--- src/pkg/low_addr_mux_defines.vh ---
// Register map, field positions and reset values of the low address pin mux
`ifndef LOW_ADDR_MUX_DEFINES_VH
`define LOW_ADDR_MUX_DEFINES_VH

`define REG_ADDR_W 4
// Register offsets
`define OFF_FUNC_SEL 4'h0
`define OFF_DIR 4'h1
`define OFF_DATA_OUT 4'h2
`define OFF_PULLUP 4'h3
`define OFF_BUS_CTRL 4'h4
`define OFF_PIN_IN 4'h5
`define OFF_STATUS 4'h6
// Port bit of address line zero
`define PORT_BIT_BASE 8
// Field positions in the bus control register
`define BUS_CTRL_HOLD_BIT 0
// Field positions in the status register
`define STATUS_BUS_ACTIVE_BIT 0
`define STATUS_HOLD_BIT 1
// Reset values (16-bit port view)
`define RST_FUNC_SEL 16'h0000
`define RST_DIR 16'h0000
`define RST_DATA_OUT 16'h0000
`define RST_PULLUP 16'h3f00
`define RST_BUS_CTRL 16'h0000

`endif

--- src/verilog/pin_cell.v ---
// One shared address/port pin: function select, drive and pull-up
`timescale 1ns/1ns
module pin_cell (
   // Clock and reset
   input wire clk_sys,
   input wire rst_n,
   // Selection and drive
   input wire gpio_sel,
   input wire gpio_dir_out,
   input wire gpio_out,
   input wire addr_bit,
   input wire bus_drive,
   input wire pullup_en,
   // Pin
   output reg pin_out,
   output reg pin_oe,
   output reg pin_pullup
);

   always @(posedge clk_sys) begin
      if (!rst_n) begin
         pin_out <= 1'b0;
         pin_oe <= 1'b0;
         pin_pullup <= 1'b1;
      end else begin
         if (gpio_sel) begin
            pin_out <= gpio_out;
            pin_oe <= gpio_dir_out;
         end else begin
            pin_out <= addr_bit;
            pin_oe <= bus_drive;
         end
         pin_pullup <= pullup_en;
      end
   end

endmodule

--- src/verilog/low_address_pin_port_mux.v ---
// Pin sharing of the six low external address lines with port A bits 8..13
`timescale 1ns/1ns
`include "low_addr_mux_defines.vh"
module low_address_pin_port_mux #(
   parameter NPINS = 6
) (
   // Clock and reset
   input wire clk_sys,
   input wire rst_n,
   // Register port
   input wire [`REG_ADDR_W-1:0] reg_addr,
   input wire [15:0] reg_wdata,
   input wire reg_wr,
   input wire reg_rd,
   output reg [15:0] reg_rdata,
   // External memory interface
   input wire [NPINS-1:0] emi_addr,
   input wire emi_bus_active,
   output reg ext_ctrl_oe,
   // Pins
   input wire [NPINS-1:0] pin_in,
   output wire [NPINS-1:0] pin_out,
   output wire [NPINS-1:0] pin_oe,
   output wire [NPINS-1:0] pin_pullup
);

   localparam LO = `PORT_BIT_BASE;
   localparam HI = `PORT_BIT_BASE + NPINS - 1;
   // Reset words in the 16-bit port view, sliced to the pin field below
   localparam [15:0] RST_FS_WORD = `RST_FUNC_SEL;
   localparam [15:0] RST_DIR_WORD = `RST_DIR;
   localparam [15:0] RST_DO_WORD = `RST_DATA_OUT;
   localparam [15:0] RST_PU_WORD = `RST_PULLUP;
   localparam [15:0] RST_BC_WORD = `RST_BUS_CTRL;

   reg [NPINS-1:0] func_sel;
   reg [NPINS-1:0] dir_out;
   reg [NPINS-1:0] data_out;
   reg [NPINS-1:0] pullup_en;
   reg idle_drive_hold;
   reg [NPINS-1:0] pin_in_q;
   wire bus_drive;
   reg [15:0] next_rdata;

   // Idle bus floats unless software asks for hold
   assign bus_drive = emi_bus_active | idle_drive_hold;

   always @(posedge clk_sys) begin
      if (!rst_n) begin
         func_sel <= RST_FS_WORD[HI:LO];
         dir_out <= RST_DIR_WORD[HI:LO];
         data_out <= RST_DO_WORD[HI:LO];
         pullup_en <= RST_PU_WORD[HI:LO];
         idle_drive_hold <= RST_BC_WORD[`BUS_CTRL_HOLD_BIT];
         pin_in_q <= {NPINS{1'b0}};
         ext_ctrl_oe <= 1'b0;
         reg_rdata <= 16'h0000;
      end else begin
         pin_in_q <= pin_in;
         ext_ctrl_oe <= bus_drive;
         reg_rdata <= reg_rd ? next_rdata : 16'h0000;
         if (reg_wr) begin
            case (reg_addr)
               `OFF_FUNC_SEL: func_sel <= reg_wdata[HI:LO];
               `OFF_DIR: dir_out <= reg_wdata[HI:LO];
               `OFF_DATA_OUT: data_out <= reg_wdata[HI:LO];
               `OFF_PULLUP: pullup_en <= reg_wdata[HI:LO];
               `OFF_BUS_CTRL: idle_drive_hold <= reg_wdata[`BUS_CTRL_HOLD_BIT];
               default: ;
            endcase
         end
      end
   end

   // Read mux; port registers place pins at bits 8..13
   always @* begin
      next_rdata = 16'h0000;
      case (reg_addr)
         `OFF_FUNC_SEL: next_rdata[HI:LO] = func_sel;
         `OFF_DIR: next_rdata[HI:LO] = dir_out;
         `OFF_DATA_OUT: next_rdata[HI:LO] = data_out;
         `OFF_PULLUP: next_rdata[HI:LO] = pullup_en;
         `OFF_BUS_CTRL: next_rdata[`BUS_CTRL_HOLD_BIT] = idle_drive_hold;
         `OFF_PIN_IN: next_rdata[HI:LO] = pin_in_q;
         `OFF_STATUS: begin
            next_rdata[`STATUS_BUS_ACTIVE_BIT] = emi_bus_active;
            next_rdata[`STATUS_HOLD_BIT] = bus_drive;
         end
         default: next_rdata = 16'h0000;
      endcase
   end

   genvar i;
   generate
      for (i = 0; i < NPINS; i = i + 1) begin : g_pin
         pin_cell u_cell (
            .clk_sys(clk_sys),
            .rst_n(rst_n),
            .gpio_sel(func_sel[i]),
            .gpio_dir_out(dir_out[i]),
            .gpio_out(data_out[i]),
            .addr_bit(emi_addr[i]),
            .bus_drive(bus_drive),
            .pullup_en(pullup_en[i]),
            .pin_out(pin_out[i]),
            .pin_oe(pin_oe[i]),
            .pin_pullup(pin_pullup[i])
         );
      end
   endgenerate

endmodule

--- config.mk ---
export PLATFORM = sky130hd
export DESIGN_NAME = low_address_pin_port_mux
export DESIGN_NICKNAME = d
export VERILOG_FILES = /design/src/verilog/pin_cell.v /design/src/verilog/low_address_pin_port_mux.v
export VERILOG_INCLUDE_DIRS = /design/src /design/src/pkg
export SDC_FILE = /design/constraint.sdc
export NUM_CORES = 1
export LEC_CHECK = 0
export BUFFER_PORTS_ARGS = -buffer_cell sky130_fd_sc_hd__buf_2
export CAP_MARGIN = 5
export CORE_MARGIN = 10
export CORE_UTILIZATION = 35
export CTS_BUF_LIST = sky130_fd_sc_hd__clkbuf_8
export DETAILED_ROUTE_END_ITERATION = 10
export GPL_TIMING_DRIVEN = 0
export SLEW_MARGIN = 0
export SYNTH_ARGS = -nofsm -noshare
export SYNTH_HDL_FRONTEND = slang
export SYNTH_SLANG_ARGS = --single-unit
--- constraint.sdc ---
create_clock -name clk_sys -period 1.15 [get_ports clk_sys]
set_clock_uncertainty 0.05 [all_clocks]
set_input_delay 0.115 -clock clk_sys [delete_from_list [all_inputs] [get_ports clk_sys]]
set_output_delay 0.115 -clock clk_sys [all_outputs]
set_load 0.02 [all_outputs]
* Yosys cells after proc, flatten, opt, wreduce, memory -nomap -nowiden
Index checks and enable logic that the tools add are counted.
** Operators by class
- Bitwise logic cells :: 1
- Reduce and logical (&&, ||, !) cells :: 8
- Eq/ne operators :: 6
- Mux-type cells :: 14
** Operators with widths (number)
- $pmux 6 s5 :: 1
- $eq 4x3->1 const B :: 3
- $mux 1 :: 12
- $reduce_and 2->1 :: 6
- $eq 4x2->1 const B :: 2
- $eq 4x1->1 const B :: 1
- $logic_not 4->1 :: 1
- $reduce_and 3->1 :: 1
- $pmux 1 s2 :: 1
- $or 1x1->1 :: 1
** Word-level totals
- Flip-flop bits (word level) :: 66

* Depth between registers and ports, before layout
Gate-level depths: netlist of run 1.
- Word-level depth :: 2
- Depth in mapped cells :: 5
- Gate-level depth less buffers :: 3

* By module
From an unflattened synthesis of run 1, not the netlist that was laid out.
** Unflattened totals
- Cell total of the unflattened synthesis :: 249
- Area, all modules :: 2412.3 µm²
** By module, submodules not included
- low_address_pin_port_mux :: area each 1819.2 µm², sequential area each 800.8 µm², instances 1, cells each 201
- pin_cell :: area each 98.8 µm², sequential area each 60.1 µm², instances 6, cells each 8

* Worst setup path before layout of run 1
OpenSTA, ideal clock, no wires.
- Kind :: input to register
- Start :: in reg_addr[3]
- End :: reg pullup_en[0]
- Data required time :: 0.979 ns
- Cell stages on the path :: 4
- Data arrival time :: 1.051 ns
- Path slack :: -0.072 ns
- Path through :: nor3b_2 and3_1 buf_6 mux2_4
** Between the ends
- Word-level cells in the longest chain between the ends :: 2
** RTL lines
- start: declaration :: RTL line low_address_pin_port_mux.v:11 : input wire [`REG_ADDR_W-1:0] reg_addr,
- $eq 4x2->1 :: RTL line low_address_pin_port_mux.v:63 : case (reg_addr)
- $reduce_and 2->1 (no source line)
- end signal: assignment :: RTL line low_address_pin_port_mux.v:53 : pullup_en <= RST_PU_WORD[HI:LO];
- end signal: assignment :: RTL line low_address_pin_port_mux.v:67 : `OFF_PULLUP: pullup_en <= reg_wdata[HI:LO];
- end: declaration :: RTL line low_address_pin_port_mux.v:39 : reg [NPINS-1:0] pullup_en;
Every way passes these cells.
A chain may end at the register's enable or synchronous reset.

* Worst setup path in the final report of run 1
- Start :: reg dir_out[5]
- End :: reg reg_rdata[13]
** Between the ends
- Word-level cells in the longest chain between the ends :: 1
** RTL lines
- start: declaration :: RTL line low_address_pin_port_mux.v:37 : reg [NPINS-1:0] dir_out;
- start signal: assignment :: RTL line low_address_pin_port_mux.v:51 : dir_out <= RST_DIR_WORD[HI:LO];
- start signal: assignment :: RTL line low_address_pin_port_mux.v:65 : `OFF_DIR: dir_out <= reg_wdata[HI:LO];
- $pmux 6 s5 :: RTL line low_address_pin_port_mux.v:78 : case (reg_addr)
- end signal: assignment :: RTL line low_address_pin_port_mux.v:61 : reg_rdata <= reg_rd ? next_rdata : 16'h0000;
- end: declaration :: RTL line low_address_pin_port_mux.v:15 : output reg [15:0] reg_rdata,
Every way passes these cells.

==> results of run 1 <==
[logic make-up (layout without fill, tap and decap cells)]
kind of cell / Yosys count / after routing
AO/OA/AOI/OAI: 47 / 47
flip-flops: 58 / 58
multiplexers: 29 / 29
AND/OR/NAND/NOR: 89 / 89
other: 1 / 8
buffers and inverters: 41 / 123
[power groups by stage]
| stage | registers [mW] | logic (mW) | clock network [mW] |
|---|---|---|---|
| finish | 2.08 | 0.517 | 1.63 |
| global placement | 2.12 | 0.464 | 0 |
| floorplan | 2.12 | 0.312 | 0 |
| CTS | 2.08 | 0.510 | 1.67 |
| detailed placement | 2.12 | 0.469 | 0 |
| global route | 2.08 | 0.563 | 1.74 |
[timing repair]
| action | 4_1_cts | 5_1_grt |
|---|---|---|
| pin swaps | 1 | 2 |
| hold buffers | 13 | 0 |
| setup endpoints to repair | 8 | 18 |
| endpoints found under the hold margin | 14 | 0 |
| setup buffers | 1 | 0 |
| gates resized for setup | 2 | 11 |
[per-layer routing]
metal / up-vias / track usage (%) / part of all wire (%)
met3: 9 / 3.623 / 5.2
met4: 0 / 5.319 / 1.4
met5: - / 0 / 0
li1: 1052 / - / -
met1: 955 / 14.74 / 45
met2: 47 / 19.83 / 48
[area by class of cell]
class,count,area (um^2),area share (%)
multi-input combinational,173,1214,36.09
sequential,58,1164,34.60
timing repair buffer,67,402.9,11.98
buffer,40,285.3,8.482
clock buffer,11,151.4,4.501
tap,99,123.9,3.683
clock inverter,4,18.77,0.5580
inverter,1,3.754,0.1116
[synthesized netlist by cell type (all sizes together)]
| cell | n |
|---|---|
| dfxtp | 58 |
| buf | 35 |
| nand2 | 22 |
| a21oi | 18 |
| mux2 | 16 |
| o21ai | 16 |
| nor2 | 15 |
| nand2b | 14 |
| mux2i | 13 |
| and2 | 7 |
| nand3 | 6 |
| nand3b | 6 |
| o21a | 6 |
| a22oi | 5 |
| clkbuf | 5 |
| and3b | 4 |
| nor3b | 2 |
| nor4 | 2 |
| nor4b | 2 |
| or3b | 2 |
| a211o | 1 |
| a222oi | 1 |
| and2b | 1 |
| and3 | 1 |
| and4bb | 1 |
| clkinv | 1 |
| conb | 1 |
| nand4bb | 1 |
| nor2b | 1 |
| nor3 | 1 |
| or4b | 1 |
[how the worst min path moves through the flow]
stage                     slack [ns]  cells after the start                               endpoint
after floorplan                 0.16                      1  g_pin[2].u_cell.pin_pullup$_SDFF_PN1_
after global placement          0.27                      2                 pin_in_q[3]$_SDFF_PN0_
after detailed placement        0.27                      2                 pin_in_q[3]$_SDFF_PN0_
after CTS                       0.02                      3                dir_out[4]$_SDFFE_PN0P_
after global routing            0.04                      3                dir_out[4]$_SDFFE_PN0P_
final                           0.02                      3                dir_out[4]$_SDFFE_PN0P_
[critical path, cell delays in order (launching register included)]
cell	delay, ns
dfxtp_2	0.33
mux2_2	0.26
a222oi_1	0.29
nor2_1	0.08
==> qor.csv, run 1 <==
metric,value,unit
status,"complete, no violations",
P_leak,1.418,nW
headroom to the max-slew limit,63.32,%
Worst EP arrival,1.29,ns
GRT Resource Usage Total,12.24,%
final setup violation count,0,
design area,0.003363,mm^2
reported max-cap violation count,0,
total grt overflow,0,
Switch Pwr,1.062,mW
Critical path origin,dir_out[5]$_SDFFE_PN0P_,
nets,387,
compound-gate portion of the synthesized area,10.47,%
DR WL/cell,14.77,um
RR Startpoint,dir_out[5]$_SDFFE_PN0P_,
Synth Area in Adders,0,%
post-synthesis cell type count,38,
switching part of the total,25.09,%
worst setup slack after layout,0.02992,ns
IO Port Bufs,53,
Worst setup EP type,register,
worst-path fanout max,3,
CP Launch Type,register,
DR vias/cell,4.554,
I/O pin count,72,
clock sink count,58,
Place WS,-0.3202,ns
R2R Setup Slk,0.03,ns
"commonest non-fill, non-tap cell in the layout",buf_2,
CP required,1.32,ns
Clock transition at path regs,0.06,ns
share of cells above drive strength 1,37.29,%
Clock Power Share,38.6,%
RSZ-0062 raised after global routing,true,
number of CTS-inserted buffers,9,
top area cells in the synthesized netlist,"dfxtp_1 (45%), buf_4 (8.1%), mux2i_1 (5.0%)",
placed cell count,424,
Final Hold Fails,0,
post-synthesis xor/xnor area fraction,0,%
worst-skew pair later-pin latency,0.33,ns
Post-Route WL,6689,um
Post-Synth Simple-Gate Area,20.98,%
Pre-antenna DRT Iters,4,
Initial Utilization,35.95,%
Antenna diodes,0,
max FFs per register,8,
most frequent cells in the layout,"buf_2 (57), dfxtp_1 (56), buf_4 (29), nand2_1 (22), a21oi_1 (18)",
mean post-synth cell area,9.788,um^2
Biggest register,reg_rdata,
R2R depth,3,
hold wc startpoint,reg_wdata[12],
Peak VDD IR,0.6955,mV
final setup TNS,0,ns
RD Place Congestion,0.8442,
vias in the first global route,2102,
top cell type by total area after synthesis,dfxtp_1,
largest net degree at the start of global routing,11,
clock root buffer,clkbuf_8,
Hold Crit Class,input pin to register,
total power,4.231,mW
CTS tree,done,
chip width,106.1,um
fin crit share,97.40,%
crit path kind,register to register,
Final Max Tran Viols,0,
Max Root-Sink Buffers,2,
fmax,892.8,MHz
Finished Layout Cells,453,
final worst path period need,1.120,ns
main combinational cell family by area after synthesis,simple AND/OR/NAND/NOR gates,
initial antenna violation count,0,
final core occ,46.62,%
die height,106.1,um
worst slew pin tran,0.5472,ns
Worst Hold Slack,0.02347,ns
Final ANT Viol Nets,0,
cell count after synthesis,265,
combinational power share,12.2,%
Die ar.,0.01125,mm^2
pwr/cell area,1258,mW/mm^2
Synth top area share,44.77,%
Post-route DRC,0,
DP Wirelength,4823,um
# H-tree levels,3,
"Seq/Total Area, Yosys",44.77,%
Area Growth Syn to Fin,29.67,%
crit path capture,reg_rdata[13]$_SDFF_PN0_,
FF-to-FF End,reg_rdata[13]$_SDFF_PN0_,
Int Pwr,3.169,mW
num rows,31,
core area,0.007214,mm^2
DR iter-0 viols,99,
mux contribution to synthesized area,12.83,%
placed cell area,0.003022,mm^2
synthesized cell area,0.002594,mm^2
filler instances,740,
"FF+latch count, synth",58,
yosys warns,0,
global-route wire length before repair,10920,um
Reg power frac,49.2,%
routed vias,2063,
(Power assumes the default switching activity.)
==> run 2: changes to the inputs <==
--- a/config.mk
+++ b/config.mk
@@ -14,5 +14,5 @@
 export DETAILED_ROUTE_END_ITERATION = 10
 export GPL_TIMING_DRIVEN = 0
-export SLEW_MARGIN = 0
+export SLEW_MARGIN = 20
 export SYNTH_ARGS = -nofsm -noshare
 export SYNTH_HDL_FRONTEND = slang
==> constraint.sdc (replaced) <==
create_clock -name clk_sys -period 1.15 [get_ports clk_sys]
set_clock_uncertainty 0.05 [all_clocks]
set_input_delay 0.23 -clock clk_sys [delete_from_list [all_inputs] [get_ports clk_sys]]
set_output_delay 0.23 -clock clk_sys [all_outputs]
set_load 0.02 [all_outputs]
==> qor.csv, run 2 (synthesis results as in run 1) <==
metric,value,unit,change
final core occ,44.95,%,-1.7 points
Finished Layout Cells,424,,-6.4%
Final Hold Fails,0,,unchanged
Biggest register,reg_rdata,,
Die ar.,0.01125,mm^2,unchanged
# H-tree levels,3,,unchanged
reported max-cap violation count,0,,unchanged
share of cells above drive strength 1,35.69,%,-1.6 points
Final ANT Viol Nets,0,,unchanged
Pre-antenna DRT Iters,5,,+1
CP Launch Type,register,,
core area,0.007214,mm^2,unchanged
RSZ-0062 raised after global routing,true,,
RD Place Congestion,0.8286,,-1.8%
"Buf+Inv Stages, Crit Path",0,,unchanged
FF-to-FF End,reg_rdata[8]$_SDFF_PN0_,,
design area,0.003243,mm^2,-3.6%
Hold Crit Class,input pin to register,,
DR WL/cell,15.45,um,+4.6%
final setup TNS,0,ns,unchanged
number of CTS-inserted buffers,9,,unchanged
total grt overflow,0,,unchanged
Final Max Tran Viols,0,,unchanged
CP required,1.31,ns,about the same
crit-path max cell delay,0.35,ns,+0.02 ns
status,"complete, no violations",,
clock root buffer,clkbuf_8,,
max FFs per register,8,,unchanged
fmax,895.0,MHz,+0.25%
placed cell count,424,,unchanged
Peak VDD IR,0.6988,mV,+0.49%
largest net degree at the start of global routing,11,,unchanged
worst-skew pair later-pin latency,0.34,ns,about the same
CTS tree,done,,
filler instances,720,,-2.7%
worst-path fanout max,5,,+2
critical path depth,3,,unchanged
crit path capture,reg_rdata[8]$_SDFF_PN0_,,
most frequent cells in the layout,"dfxtp_1 (57), buf_2 (36), nand2_1 (22), buf_6 (21), a21oi_1 (18)",,
Max Root-Sink Buffers,2,,unchanged
RR Startpoint,func_sel[0]$_SDFFE_PN0P_,,
GRT Resource Usage Total,12.06,%,-0.18 points
worst setup slack after layout,0.03267,ns,+0.002749 ns
Clock transition at path regs,0.06,ns,about the same
P_leak,1.337,nW,-5.7%
Worst EP arrival,1.28,ns,about the same
final setup violation count,0,,unchanged
R2R depth,3,,unchanged
CP Cell Sequence,mux2_2 > a22oi_1 > a21oi_1,,
num rows,31,,unchanged
DR iter-0 viols,105,,+6.1%
nets,358,,-7.5%
Place WS,-0.4488,ns,-0.1286 ns
Worst setup EP type,register,,
headroom to the max-slew limit,62.87,%,-0.45 points
pwr/cell area,1293,mW/mm^2,+2.7%
I/O pin count,72,,unchanged
"commonest non-fill, non-tap cell in the layout",dfxtp_1,,
fin crit share,97.16,%,-0.24 points
Initial Utilization,35.95,%,unchanged
clock sink count,58,,unchanged
worst slew pin tran,0.5570,ns,+0.009746 ns
crit path kind,register to register,,
DR vias/cell,4.705,,+3.3%
global-route wire length before repair,10740,um,-1.6%
initial antenna violation count,0,,unchanged
placed cell area,0.003053,mm^2,+1.0%
IO Port Bufs,53,,unchanged
chip width,106.1,um,unchanged
R2R Setup Slk,0.03,ns,about the same
final worst path period need,1.117,ns,-0.002749 ns
Critical path origin,func_sel[0]$_SDFFE_PN0P_,,
die height,106.1,um,unchanged
Post-Route WL,6551,um,-2.1%
DP Wirelength,4926,um,+2.1%
routed vias,1995,,-3.3%
Post-route DRC,0,,unchanged
Antenna diodes,0,,unchanged
vias in the first global route,2043,,-2.8%
slowest CP cell,dfxtp_1,,
Area Growth Syn to Fin,25.04,%,
critical path's top delay family,flip-flops,,
-- run 2: cell count changes in the layout (fill, tap and decap cells not counted), moves of 2 or more --
| cell | delta |
|---|---|
| buf_2 | -21 |
| buf_6 | +18 |
| buf_4 | -16 |
| dlygate4sd3_1 | -13 |
| a22oi_1 | +3 |
| a22oi_2 | -3 |
| mux2_4 | +3 |
| buf_8 | +2 |
| mux2_1 | -2 |
-- run 2: worst min-delay path by stage --
stage | startpoint | endpoint | slack (ns) | cells after the start
2_1_floorplan | rst_n | g_pin[2].u_cell.pin_pullup$_SDFF_PN1_ | 0.27 | 1
3_3_place_gp | pin_in[2] | pin_in_q[2]$_SDFF_PN0_ | 0.39 | 2
3_5_place_dp | pin_in_q[2]$_SDFF_PN0_ | reg_rdata[10]$_SDFF_PN0_ | 0.38 | 2
4_1_cts | pin_in[0] | pin_in_q[0]$_SDFF_PN0_ | 0.04 | 2
5_1_grt | pin_in[4] | pin_in_q[4]$_SDFF_PN0_ | 0.03 | 2
6_report | pin_in[0] | pin_in_q[0]$_SDFF_PN0_ | 0.05 | 2
-- run 2: power by group --
part / switching, mW / leakage, nW / internal (mW)
sequential: 0.0250 / 0.473 / 2.06
combinational: 0.263 / 0.767 / 0.226
clock: 0.751 / 0.0961 / 0.866
total: 1.04 / 1.34 / 3.15
-- run 2: metrics by stage --
stage / hold slack, ns / power (mW)
2_1_floorplan: 0.2745 / 2.448
3_5_place_dp: 0.3842 / 2.606
6_report: 0.04861 / 4.192
4_1_cts: 0.03762 / 4.235
3_3_place_gp: 0.3874 / 2.603
5_1_grt: 0.03480 / 4.364
-- run 2: metal layers --
| metal | vias to the layer above | track usage (%) | share of wire (%) |
|---|---|---|---|
| met5 | - | 0 | 0 |
| met4 | 0 | 5.319 | 2.0 |
| met3 | 12 | 3.865 | 5.4 |
| met2 | 62 | 18.46 | 46 |
| met1 | 930 | 15.19 | 47 |
| li1 | 991 | - | - |
-- run 2: layout make-up --
cell class	instances	area [um^2]	share of cell area [%]
Multi-Input combinational cell	173	1206	37.19
Tap cell	99	123.9	3.819
Clock inverter	4	18.77	0.5787
Sequential cell	58	1162	35.84
Buffer	22	170.2	5.247
Inverter	1	7.507	0.2315
Clock buffer	11	151.4	4.668
Timing Repair Buffer	56	402.9	12.42
-- run 2: repair_timing --
| item | in CTS | in global routing |
|---|---|---|
| setup endpoints to repair | 45 | 23 |
| pin swaps | 3 | 2 |
| hold buffers | 0 | 0 |
| resized for setup | 38 | 8 |
| buffers inserted | 3 | 0 |
==> run 3: changes to the inputs <==
CORE_MARGIN = unset   (was 10)
SYNTH_HIERARCHICAL = 1   (was unset)
==> qor.csv, run 3 <==
metric,value,unit,change
top cell type by total area after synthesis,dfxtp_1,,
worst slew pin tran,0.5503,ns,-0.006720 ns
pwr/cell area,1387,mW/mm^2,+7.3%
clock sink count,58,,unchanged
FF-to-FF End,reg_rdata[8]$_SDFF_PN0_,,
yosys warns,6,,+6
status,finished with violations,,
final setup violation count,0,,unchanged
hold path endpoint,pin_in_q[0]$_SDFF_PN0_,,
crit-path max cell delay,0.36,ns,about the same
Area Growth Syn to Fin,26.30,%,
RSZ-0062 raised after global routing,true,,
Sequential Area,0.001162,mm^2,unchanged
Hold Crit Class,input pin to register,,
"FF+latch count, synth",58,,unchanged
synthesized cell area,0.002412,mm^2,-7.0%
asr flop ratio synth,0,%,unchanged
cell with the most instances after synthesis,dfxtp_1,,
global-route wire length before repair,9218,um,-14%
RR Startpoint,func_sel[0]$_SDFFE_PN0P_,,
fmax,893.7,MHz,-0.14%
CP required,1.33,ns,+0.02 ns
GRT Resource Usage Total,17.09,%,+5.0 points
Worst Hold Slack,0.04128,ns,-0.007325 ns
CTS tree,done,,
reported max-cap violation count,0,,unchanged
most frequent cells in the layout,"buf_2 (57), dfxtp_1 (57), mux2i_1 (19), nor2b_1 (19), a21oi_1 (18)",,
met2 WL,2574,um,-14%
DR iter-0 viols,129,,+23%
"Seq/Total Area, Yosys",48.13,%,+3.4 points
Synth top cells by count,"dfxtp_1 (58), mux2i_1 (19), nor2b_1 (19)",,
cell count after synthesis,249,,-6.0%
Antenna diodes,0,,unchanged
WL met3,366,um,+2.5%
share of cells above drive strength 1,33.74,%,-1.9 points
hold wc startpoint,pin_in[0],,
Peak VDD IR,0.6649,mV,-4.9%
largest net degree at the start of global routing,20,,+9
Max Used Layer,met4,,
I/O pin count,72,,unchanged
Clock transition at path regs,0.06,ns,about the same
M1 wire length,2813,um,-8.2%
Worst setup EP type,register,,
Worst EP arrival,1.29,ns,about the same
total power,4.227,mW,+0.83%
final worst path period need,1.119,ns,+0.001621 ns
worst-path fanout max,4,,-1
chip width,85.02,um,-20%
CP Launch Type,register,,
top area cells in the synthesized netlist,"dfxtp_1 (48%), mux2i_1 (7.9%), nor2b_1 (4.9%)",,
num rows,29,,-6.5%
RD Place Congestion,0.8023,,-3.2%
total grt overflow,0,,unchanged
fin crit share,97.30,%,+0.14 points
CP Cell Sequence,mux2_2 > a22oi_1 > a21oi_1,,
Pre-antenna DRT Iters,8,,+3
post-synthesis cell type count,35,,-7.9%
IO Port Bufs,53,,unchanged
crit path kind,register to register,,
initial antenna violation count,0,,unchanged
top_reg_cell synth,dfxtp_1,,
max FFs per register,8,,unchanged
Die ar.,0.007228,mm^2,-36%
Final Hold Fails,0,,unchanged
die height,85.02,um,-20%
DP Wirelength,4101,um,-17%
Synth top area share,48.13,%,+3.4 points
nets,358,,unchanged
number of CTS-inserted buffers,9,,unchanged
hold depth,2,,unchanged
Initial Utilization,37.14,%,+1.2 points
DR WL/cell,14.36,um,-7.1%
headroom to the max-slew limit,63.32,%,+0.45 points
DR vias/cell,4.973,,+5.7%
Final ANT Viol Nets,0,,unchanged
Final Max Tran Viols,0,,unchanged
Biggest register,reg_rdata,,
R2R depth,3,,unchanged
# H-tree levels,3,,unchanged
Post-synth EDFFs,0,,unchanged
area occupied by multi-input gates,0.001151,mm^2,-4.6%
Post-route DRC,1,,+1
P_leak,1.251,nW,-6.4%
slowest CP cell,dfxtp_1,,
Max Root-Sink Buffers,2,,unchanged
core area,0.006495,mm^2,-10%
clock root buffer,clkbuf_8,,
filler instances,644,,-11%
routed vias,2004,,+0.45%
mean post-synth cell area,9.688,um^2,-1.0%
worst-skew pair later-pin latency,0.34,ns,about the same
vias in the first global route,1850,,-9.4%
failing checks,design-rule violations,,
R2R Setup Slk,0.03,ns,about the same
Post-Route WL,5786,um,-12%
-- run 3: worst max path at each step --
stage	to	slack, ns	from	cells after the start
global placement	data_out[2]$_SDFFE_PN0P_	-0.71	rst_n	6
detailed placement	data_out[3]$_SDFFE_PN0P_	-0.77	rst_n	6
CTS	func_sel[4]$_SDFFE_PN0P_	0.006	reg_addr[2]	5
finish	reg_rdata[8]$_SDFF_PN0_	0.03	func_sel[0]$_SDFFE_PN0P_	3
global route	data_out[4]$_SDFFE_PN0P_	-0.02	reg_addr[2]	5
floorplan	data_out[0]$_SDFFE_PN0P_	-0.27	reg_addr[3]	4
-- run 3: area by class of cell --
cell class | count | share of cell area, %
inverter | 3 | 0.4107
timing repair buffer | 56 | 9.528
clock buffer | 12 | 5.421
multi-input combinational | 172 | 37.78
tap | 77 | 3.162
buffer | 21 | 4.969
sequential | 58 | 38.15
clock inverter | 4 | 0.5749
-- run 3: cell families after synthesis --
family	Yosys count	synth area share (%)
AND/OR/NAND/NOR	89	21.68
buffers and inverters	26	5.913
AO/OA/AOI/OAI	46	11.57
flip-flops	58	48.13
other	1	0.1555
multiplexers	29	12.55
-- run 3: metal layers --
metal  vias to the layer above  GRT usage, %
met2                        61         25.00
met4                         0         6.163
met3                         6         7.977
li1                       1010             -
met5                         -             0
met1                       927         22.00
-- run 3: where the power goes --
| part | total [mW] | internal, mW | switching [mW] |
|---|---|---|---|
| Sequential | 2.08 | 2.06 | 0.0185 |
| Combinational | 0.448 | 0.186 | 0.262 |
| Clock | 1.70 | 0.934 | 0.766 |
-- run 3: metrics by stage --
step	instances	worst slack (ns)	TNS (ns)	util, %	cell area (um^2)
2_1_floorplan	256	-0.2743	-4.835	-	2447
3_3_place_gp	386	-0.7093	-22.41	43.25	2809
3_5_place_dp	386	-0.7708	-23.73	43.25	2809
4_1_cts	403	0.005960	0	46.66	3030
5_1_grt	403	-0.02125	-0.06228	46.91	3047
6_report	403	0.03104	0	46.91	3047
-- run 3: timing repair --
item                                   4_1_cts  5_1_grt
resized for setup                           10       13
setup endpoints to repair                   39       22
buffers inserted                             2        1
endpoints found under the hold margin        0        0
hold buffers                                 0        0
pin swaps                                    1        0
-- run 3: critical path: cells and delay by family (launching register included) --
family / cells / cell delay (ns)
mux: 1 / 0.28
compound gates: 2 / 0.31
flops: 1 / 0.36
